<file path="config.mk">
export PLATFORM = sky130hd
export DESIGN_NAME = cpcc_top
export DESIGN_NICKNAME = d
export VERILOG_FILES = /design/src/rtl/cpcc_top.v /design/src/rtl/cpcc_prot_bit.v /design/src/rtl/cpcc_arm_bit.v
export VERILOG_INCLUDE_DIRS = /design/src /design/src/rtl
export SDC_FILE = /design/constraint.sdc
export NUM_CORES = 1
export LEC_CHECK = 0
export ABC_AREA = 1
export BUFFER_PORTS_ARGS = -buffer_cell sky130_fd_sc_hd__buf_2
export CAP_MARGIN = 20
export CORE_ASPECT_RATIO = 1.4
export CORE_UTILIZATION = 40
export DETAILED_ROUTE_END_ITERATION = 8
export PLACE_DENSITY = 0.74
export REMOVE_ABC_BUFFERS = 1
export SETUP_SLACK_MARGIN = 0.1
export SLEW_MARGIN = 20
export SYNTH_ARGS = -nofsm -noshare
export SYNTH_HDL_FRONTEND = slang
export SYNTH_SLANG_ARGS = --single-unit
</file>
<file path="constraint.sdc">
create_clock -name ref_clk -period 1.9 [get_ports ref_clk]
set_clock_uncertainty 0.05 [all_clocks]
set_input_delay 0.57 -clock ref_clk [delete_from_list [all_inputs] [get_ports ref_clk]]
set_output_delay 0.57 -clock ref_clk [all_outputs]
set_load 0.05 [all_outputs]
</file>
<file path="src/rtl/cpcc_defines.vh">
// Constants for the channel pair combine control slice
`ifndef CPCC_DEFINES_VH
`define CPCC_DEFINES_VH
`define CPCC_ADDR_W          4
`define CPCC_COMBINE_ADDR    4'h0
`define CPCC_MODE_ADDR       4'h1
`define CPCC_STATUS_ADDR     4'h2
`define CPCC_BIT_DTEN        20
`define CPCC_BIT_ARM         19
`define CPCC_BIT_DCEN        18
`define CPCC_BIT_COMP        17
`define CPCC_BIT_COMB        16
`define CPCC_BIT_RSVD        15
`define CPCC_BIT_FLTEN       14
`define CPCC_MODE_BIT_FEN    0
`define CPCC_MODE_BIT_WRITE_PROTECT_DISABLE  1
`define CPCC_MODE_BIT_ONESHOT 2
`define CPCC_RST_BIT         1'b0
`define CPCC_RST_MODE        3'h0
`endif

</file>
<file path="src/rtl/cpcc_top.v">
// Channel pair combine control: register slice and pair steering
//
// Contract
// RQ1: Bit 20 enables deadtime on pair 4/5
// RQ2: Protected fields written only with protect disabled
// RQ3: Bit 19 arms dual-edge capture, pair 4
// RQ4: Arm effective only with feature and mode
// RQ5: One-shot: arm clears after second capture
// RQ6: Bit 18 selects dual-edge capture mode
// RQ7: Mode enable effective only with feature enable
// RQ8: Bit 17 makes channel 5 inverse of 4 (code inverts only while bit 16 is set; otherwise ch5_out follows ch5_pwm)
// RQ9: Bit 16 combines channels 4 and 5
// RQ10: Bit 15 reserved, reads zero
// RQ11: Bit 14 fault enable for pair 2/3
// RQ12: Fault enable 0 disables, 1 enables
// RQ13: All slice fields reset to zero
//
// Chosen here: the address-and-strobe port and the placing of the registers.
`timescale 1ns/100ps
`include "cpcc_defines.vh"
module cpcc_top (
  input  wire        ref_clk,        // 125 MHz clock
  input  wire        rst,            // Async reset, high
  input  wire [3:0]  addr,           // Register address
  input  wire [31:0] wdata,          // Write data
  input  wire        wr,             // Write strobe
  input  wire        rd,             // Read strobe
  output reg  [31:0] rdata,          // Read data, cycle after rd
  input  wire        ch4_in_evt,     // Channel 4 input edge event
  input  wire        ch5_in_evt,     // Channel 5 input edge event
  input  wire [15:0] counter,        // Shared timer counter
  input  wire        ch4_pwm,        // Channel 4 generated output
  input  wire        ch5_pwm,        // Channel 5 generated output
  output reg         ch5_out,        // Channel 5 steered output
  output reg         pair2_deadtime_active,  // Deadtime applied
  output reg         pair2_combined,         // Pair combined
  output reg         pair2_dual_capture,     // Dual capture mode live
  output reg         pair1_fault_active,     // Fault control on
  output reg  [15:0] cap_first,      // Counter at channel 4 event
  output reg  [15:0] cap_second,     // Counter at channel 5 event
  output reg         cap_done        // Pulse: pair capture complete
);
  wire wr_comb = wr && (addr == `CPCC_COMBINE_ADDR);
  wire wr_mode = wr && (addr == `CPCC_MODE_ADDR);
  reg  [2:0] mode_r;
  wire extended_feature_enable = mode_r[`CPCC_MODE_BIT_FEN];
  wire write_protect_disable   = mode_r[`CPCC_MODE_BIT_WRITE_PROTECT_DISABLE];
  wire one_shot                = mode_r[`CPCC_MODE_BIT_ONESHOT];

  wire pair2_deadtime_enable;
  wire pair2_dual_capture_mode_enable;
  wire pair2_complement_select;
  wire pair2_combine_select;
  wire pair1_fault_control_enable;
  wire pair2_dual_capture_arm;

  always @(posedge ref_clk or posedge rst) begin
    if (rst)
      mode_r <= `CPCC_RST_MODE;
    else if (wr_mode)
      mode_r <= wdata[2:0];
  end

  // Protected bits, one instance each
  cpcc_prot_bit u_dten (  // RQ1 RQ2 RQ13
    .ref_clk (ref_clk),
    .rst     (rst),
    .wr_en   (wr_comb),
    .wp_dis  (write_protect_disable),
    .din     (wdata[`CPCC_BIT_DTEN]),
    .q_r     (pair2_deadtime_enable)
  );
  cpcc_prot_bit u_dcen (  // RQ6 RQ2 RQ13
    .ref_clk (ref_clk),
    .rst     (rst),
    .wr_en   (wr_comb),
    .wp_dis  (write_protect_disable),
    .din     (wdata[`CPCC_BIT_DCEN]),
    .q_r     (pair2_dual_capture_mode_enable)
  );
  cpcc_prot_bit u_comp (  // RQ8 RQ2 RQ13
    .ref_clk (ref_clk),
    .rst     (rst),
    .wr_en   (wr_comb),
    .wp_dis  (write_protect_disable),
    .din     (wdata[`CPCC_BIT_COMP]),
    .q_r     (pair2_complement_select)
  );
  cpcc_prot_bit u_comb (  // RQ9 RQ2 RQ13
    .ref_clk (ref_clk),
    .rst     (rst),
    .wr_en   (wr_comb),
    .wp_dis  (write_protect_disable),
    .din     (wdata[`CPCC_BIT_COMB]),
    .q_r     (pair2_combine_select)
  );
  cpcc_prot_bit u_flt (  // RQ11 RQ2 RQ13
    .ref_clk (ref_clk),
    .rst     (rst),
    .wr_en   (wr_comb),
    .wp_dis  (write_protect_disable),
    .din     (wdata[`CPCC_BIT_FLTEN]),
    .q_r     (pair1_fault_control_enable)
  );

  // Capture sequencer, one-hot
  localparam ST_IDLE  = 3'b001;
  localparam ST_WAIT1 = 3'b010;
  localparam ST_WAIT2 = 3'b100;
  reg  [2:0] st_r;
  reg  [2:0] st_nxt;

  wire dc_live  = extended_feature_enable &&
                  pair2_dual_capture_mode_enable;  // RQ7
  wire arm_live = dc_live && pair2_dual_capture_arm;  // RQ4
  wire second_hit = (st_r == ST_WAIT2) && ch5_in_evt && arm_live;
  wire hw_clr   = second_hit && one_shot;  // RQ5

  // Arm is not protected; only hardware or software change it
  cpcc_arm_bit u_arm (  // RQ3 RQ13
    .ref_clk (ref_clk),
    .rst     (rst),
    .wr_en   (wr_comb),
    .din     (wdata[`CPCC_BIT_ARM]),
    .hw_clr  (hw_clr),
    .q_r     (pair2_dual_capture_arm)
  );

  always @* begin
    st_nxt = st_r;
    case (st_r)
      ST_IDLE:  if (arm_live) st_nxt = ST_WAIT1;
      ST_WAIT1: begin
        if (!arm_live)
          st_nxt = ST_IDLE;
        else if (ch4_in_evt)
          st_nxt = ST_WAIT2;
      end
      ST_WAIT2: begin
        if (!arm_live)
          st_nxt = ST_IDLE;
        else if (ch5_in_evt)
          st_nxt = one_shot ? ST_IDLE : ST_WAIT1;
      end
      default:  st_nxt = ST_IDLE;
    endcase
  end

  always @(posedge ref_clk or posedge rst) begin
    if (rst) begin
      st_r       <= ST_IDLE;
      cap_first  <= 16'h0000;
      cap_second <= 16'h0000;
      cap_done   <= 1'b0;
    end else begin
      st_r     <= st_nxt;
      cap_done <= second_hit;  // RQ3
      if ((st_r == ST_WAIT1) && ch4_in_evt && arm_live)
        cap_first <= counter;  // RQ3
      if (second_hit)
        cap_second <= counter;
    end
  end

  // Steered outputs, all registered
  always @(posedge ref_clk or posedge rst) begin
    if (rst) begin
      ch5_out               <= 1'b0;
      pair2_deadtime_active <= 1'b0;
      pair2_combined        <= 1'b0;
      pair2_dual_capture    <= 1'b0;
      pair1_fault_active    <= 1'b0;
    end else begin
      if (pair2_combine_select)  // RQ9
        ch5_out <= pair2_complement_select ? ~ch4_pwm : ch4_pwm;  // RQ8
      else
        ch5_out <= ch5_pwm;
      pair2_deadtime_active <= pair2_deadtime_enable;  // RQ1
      pair2_combined        <= pair2_combine_select;
      pair2_dual_capture    <= dc_live;  // RQ6
      pair1_fault_active    <= pair1_fault_control_enable;  // RQ12
    end
  end

  // Read mux; unmapped addresses read zero
  reg [31:0] rd_val;
  always @* begin
    rd_val = 32'h00000000;
    case (addr)
      `CPCC_COMBINE_ADDR: begin
        rd_val[`CPCC_BIT_DTEN]  = pair2_deadtime_enable;
        rd_val[`CPCC_BIT_ARM]   = pair2_dual_capture_arm;
        rd_val[`CPCC_BIT_DCEN]  = pair2_dual_capture_mode_enable;
        rd_val[`CPCC_BIT_COMP]  = pair2_complement_select;
        rd_val[`CPCC_BIT_COMB]  = pair2_combine_select;
        rd_val[`CPCC_BIT_RSVD]  = 1'b0;  // RQ10
        rd_val[`CPCC_BIT_FLTEN] = pair1_fault_control_enable;
      end
      `CPCC_MODE_ADDR:   rd_val[2:0] = mode_r;
      `CPCC_STATUS_ADDR: rd_val[2:0] = st_r;
      default:           rd_val = 32'h00000000;
    endcase
  end

  always @(posedge ref_clk or posedge rst) begin
    if (rst)
      rdata <= 32'h00000000;
    else if (rd)
      rdata <= rd_val;
    else
      rdata <= 32'h00000000;
  end
endmodule

</file>
<file path="src/rtl/cpcc_prot_bit.v">
// One write-protected control bit
`timescale 1ns/100ps
`include "cpcc_defines.vh"
module cpcc_prot_bit (
  input  wire ref_clk,  // Clock
  input  wire rst,      // Async reset, high
  input  wire wr_en,    // Write of owning register
  input  wire wp_dis,   // Write protect disable
  input  wire din,      // Written value
  output reg  q_r       // Stored bit
);
  always @(posedge ref_clk or posedge rst) begin
    if (rst)
      q_r <= `CPCC_RST_BIT;
    else if (wr_en && wp_dis)
      q_r <= din;
  end
endmodule

</file>
<file path="src/rtl/cpcc_arm_bit.v">
// Dual capture arm bit with hardware self clear
`timescale 1ns/100ps
`include "cpcc_defines.vh"
module cpcc_arm_bit (
  input  wire ref_clk,  // Clock
  input  wire rst,      // Async reset, high
  input  wire wr_en,    // Software write
  input  wire din,      // Written value
  input  wire hw_clr,   // One-shot completion clear
  output reg  q_r       // Arm bit
);
  // Hardware clear wins: capture finished, arm must drop
  always @(posedge ref_clk or posedge rst) begin
    if (rst)
      q_r <= `CPCC_RST_BIT;
    else if (hw_clr)
      q_r <= 1'b0;
    else if (wr_en)
      q_r <= din;
  end
endmodule

</file>
## Yosys cells after proc, flatten, opt, wreduce, memory -nomap -nowiden

Index checks and enable logic that the tools add are counted.

| operators by class | value |
|---|---|
| eq/ne operators | 8 |
| muxes and demuxes | 14 |
| bitwise gates (word level) | 1 |
| reduce and logical (&&, ||, !) cells | 13 |

Operators by type and width:

| cell | count |
|---|---|
| 21-bit two-way mux | 1 |
| 3-bit two-way mux | 5 |
| 1-bit logical AND | 10 |
| 3-bit case mux with 3 select lines | 1 |
| 7-bit two-way mux | 1 |
| 3-bit != test, second input constant | 2 |
| 3-bit case mux with 2 select lines | 1 |
| 4-bit by 1-bit equality test with 1-bit output, second input constant | 1 |
| 4-bit by 2-bit equality test with 1-bit output, second input constant | 1 |
| 4-bit logical NOT | 1 |
| 1-bit two-way mux | 4 |
| 3-bit by 1-bit equality test with 1-bit output, second input constant | 1 |
| 3-bit by 2-bit equality test with 1-bit output, second input constant | 1 |
| 3-bit equality test, second input constant | 1 |
| 3-bit AND reduction | 1 |
| 2-bit two-way mux | 1 |
| 2-bit != test, second input constant | 1 |
| 2-bit nonzero test | 1 |
| 1-bit inverter | 1 |

| word-level totals | value |
|---|---|
| flip-flop bits (word level) | 82 |
| input bits | 60 |

## Depth between registers and ports, before layout

| logic depth | value |
|---|---|
| word-level depth | 5 |
| depth in mapped cells | 9 |

## By module

Synthesis repeated with hierarchy kept, for this count alone.

| unflattened totals | value |
|---|---|
| cells, all modules | 277 |
| area, all modules | 2,595.0 sq um |

Modules (own cells, without submodules):

| module | times used | cells each | area an instance (sq um) | sequential area each (sq um) |
|---|---|---|---|---|
| cpcc_top | 1 | 240 | 2,321.0 | 1,327.5 |
| cpcc_prot_bit | 5 | 6 | 45.0 | 25.0 |
| cpcc_arm_bit | 1 | 7 | 48.8 | 25.0 |

## Least setup slack after synthesis

Ideal clock, no wire load.

| timing | value |
|---|---|
| path type | in2reg |
| start | input port addr[3] |
| end | register u_dcen.q_r |
| setup time | 0.117 ns |
| arrival time | 1.261 ns |
| required time | 1.733 ns |
| slack | 0.472 ns |
| stages | 6 |
| cells stage by stage | nor2_1 nand3_2 nor2_4 nand2_1 nand2_1 nand2_1 |

| between the ends | value |
|---|---|
| word-level cells in the longest chain between the ends | 3 |

RTL lines:

| item | line | text |
|---|---|---|
| start, declared | cpcc_top.v:24 | `input wire [3:0] addr,` |
| 4-bit logical NOT | - |  |
| 1-bit logical AND | cpcc_top.v:43 | `` wire wr_comb = wr && (addr == `CPCC_COMBINE_ADDR); `` |
| 1-bit logical AND | cpcc_prot_bit.v:15 | `else if (wr_en && wp_dis)` |
| end signal, assigned | cpcc_prot_bit.v:14 | `` q_r <= `CPCC_RST_BIT; `` |
| end signal, assigned | cpcc_prot_bit.v:16 | `q_r <= din;` |
| end, declared | cpcc_prot_bit.v:10 | `output reg q_r` |

Every way passes these cells.
A chain may end at the register's enable or synchronous reset.

## Worst setup path after layout

| timing | value |
|---|---|
| start | register cap_first[10] |
| end | output port cap_first[10] |

RTL lines:

| item | line | text |
|---|---|---|
| start, declared | cpcc_top.v:39 | `output reg [15:0] cap_first,` |
| start signal, assigned | cpcc_top.v:159 | `cap_first <= counter;` |

No word-level cell between the ends.

==> results.yml <==
run_status:
  status: "complete, but fails checks"
  violations: "DRC"
logic_synthesis:
  synth-seq-cells: 59
  ys_warn_count: 0
  synth_cell_type_count: 24
  syn_area_sq_um: 2670
  syn_avg_cell_area_sq_um: 9.80
  yosysSeqAreaShare_pct: 55.4
  yosysTopAreaCell: "dfrtp_1"
  yosysTopAreaCellShare_pct: 54.4
  syn_inst: 272
  netlist_top_cells_area: "dfrtp_1 54%, nand2_1 9.6%, o21ai_2 9.5%"
route:
  drtPass1Iterations: 6
  routedWlPerCell_microns: 11.6
  drt_wl_total_mm: 5.08
  vias: 1998
  drt_first_iter_violations: 136
  drtAntennaViolNets: 0
  via_per_inst: 4.55
  remaining_drc_errors: 9
setup_path:
  required_ps: 1280
  cp_cell_sequence: "buf_2"
  reg2reg_depth: 7
  start_kind: "register"
  endpoint_kind: "output pin"
  worstReg2RegStart: "st_r[0]"
  slowest_delay_ps: 370
  crit_family: "flip-flops"
  r2r_slack_ps: 320
  crit_slowest_cell: "dfrtp_1"
  crit_arrival_ps: 980
  critical_path_buf_inv_count: 1
  r2r-end: "cap_first[7]"
  critical_path_class: "register to output pin"
  cp_max_fo: 2
job:
  cap_violations: 0
min_path:
  hold_path_class: "input pin to async pin"
final_layout:
  fin_area_sq_um: 3290
  finalNetCount: 422
  antenna_cells: 0
  mostFrequentLayoutCells: "83 x buf_2, 68 x nand2_1, 58 x dfrtp_1, 29 x o21ai_2, 28 x inv_1"
  final_layout_size_suffix_gt1_share_pct: 40.6
  final.fill_count: 596
  final_common_cell: "buf_2"
  syn_to_final_growth_pct: 23.2
clocking:
  cts_root_buf: "clkbuf_8"
  cts_tree: "done"
  clk_latency_ps: 330
  clock_path_buffers: 2
  numCtsBuffers: 9
  clkTransAtPathRegs_ps: 70
  htreeDepth: 3
  cts.sinks: 59
  postCtsSetupRepairBufs: 0
sta:
  fin_crit_ps: 1600
  slew_viol_final: 0
  post-route-period-util_pct: 84.2
  holdWs_ps: 168
  rsz0062_at_grt: "false"
  setup_tns_ps: 0
  setup_violations: 0
  hold_viol_final: 0
  max_freq_mhz: 625
placed_design:
  port_buffers: 83
  place_hpwl_mm: 3.78
  gp_congestion: 0.793
  postPlaceCellArea_sq_um: 3080
floorplanning:
  rows: 34
  core_area_sq_um: 6340
  initial_core_util_pct: 42.1
  io_pins: 130
  fp.dieW_microns: 71
  dieArea_sq_um: 7000
  die_h_microns: 98.6
global_route:
  grt_pass1_vias: 1908
  grt_antenna_before_repair: 0
  grt_max_degree: 33
  grt_pass1_wl_mm: 8.51
  track_usage_pct: 16.0
  grt-ovfl-total: 0
power_and_ir_drop:
  power.static_leakage_uw: 0.00185
  power_density_nw_per_um2: 970
  vdd_ir_drop_max_v: 0.000536
  power.total_uw: 3190
[kinds of logic (layout without fill, tap and decap cells)]
kind of cell    after synthesis  count (layout)  share of synthesized area [%]
compound gates               38              38                           11.3
xor+xnor                      1               1                          0.329
buf+inv                      61             134                           13.4
flops                        59              59                           55.4
other cells                   1              23                          0.141
simple gates                112             112                           19.4
[metrics by stage]
step	std cells	worst slack, ps	util [%]
after floorplan	264	-175	-
after global placement	423	198	48.6
after detailed placement	423	169	48.6
after CTS	439	206	51.8
after global routing	439	211	51.8
final	439	300	51.8
[cell usage after synthesis (all sizes together)]
cell type  count
a21oi          3
buf           29
clkbuf         1
conb           1
dfrtp         58
dfstp          1
inv           31
nand2         75
nand3         15
nand4          1
nor2          15
nor3           6
o21ai         34
o21bai         1
xnor2          1
[worst max path at each step]
stage / from / to / slack, ps / depth (start not counted)
6_report: cap_first[10] / cap_first[10] / 300 / 1
3_5_place_dp: ch5_in_evt / cap_second[6] / 170 / 6
5_1_grt: st_r[0] / cap_first[14] / 210 / 7
2_1_floorplan: rst / cap_done / -170 / 1
3_3_place_gp: ch5_in_evt / cap_second[13] / 200 / 6
4_1_cts: st_r[0] / cap_second[6] / 210 / 6
[layer usage]
metal  GRT usage (%)  vias to the layer above  wire length (microns)
li1                -                      989                      -
met1            17.8                      915                   2040
met2            27.2                       87                   2590
met3            4.91                        7                    377
met4            8.62                        0                     72
met5               0                        -                      0
[power by group]
| group | internal [uW] | switching (uW) |
|---|---|---|
| Clock | 613 | 519 |
| Sequential | 1360 | 93.8 |
| Combinational | 152 | 449 |
[flip-flops by register name, indices dropped and copies added, names as in the netlist]
register,cells
cap_first,16
cap_second,16
rdata,9
mode_r,3
st_r,3
cap_done,1
ch5_out,1
pair1_fault_active,1
pair2_combined,1
pair2_deadtime_active,1
pair2_dual_capture,1
u_arm.q_r,1
u_comb.q_r,1
u_comp.q_r,1
u_dcen.q_r,1
u_dten.q_r,1
u_flt.q_r,1
[final cells by class]
| type | count | area, sq um | area share (%) |
|---|---|---|---|
| multi-input cells | 174 | 915 | 27.8 |
| clock buffers | 9 | 124 | 3.77 |
| inverters | 31 | 119 | 3.62 |
| well taps | 72 | 90.1 | 2.74 |
| flip-flops and latches | 59 | 1480 | 45.0 |
| repair buffers | 87 | 483 | 14.7 |
| clock inverters | 7 | 77.6 | 2.36 |
[repair_timing]
| action | CTS | global route |
|---|---|---|
| setup endpoints to repair | 0 | 1 |
| resized for setup | 0 | 2 |
| hold buffers | 0 | 0 |
(Power assumes the default switching activity.)
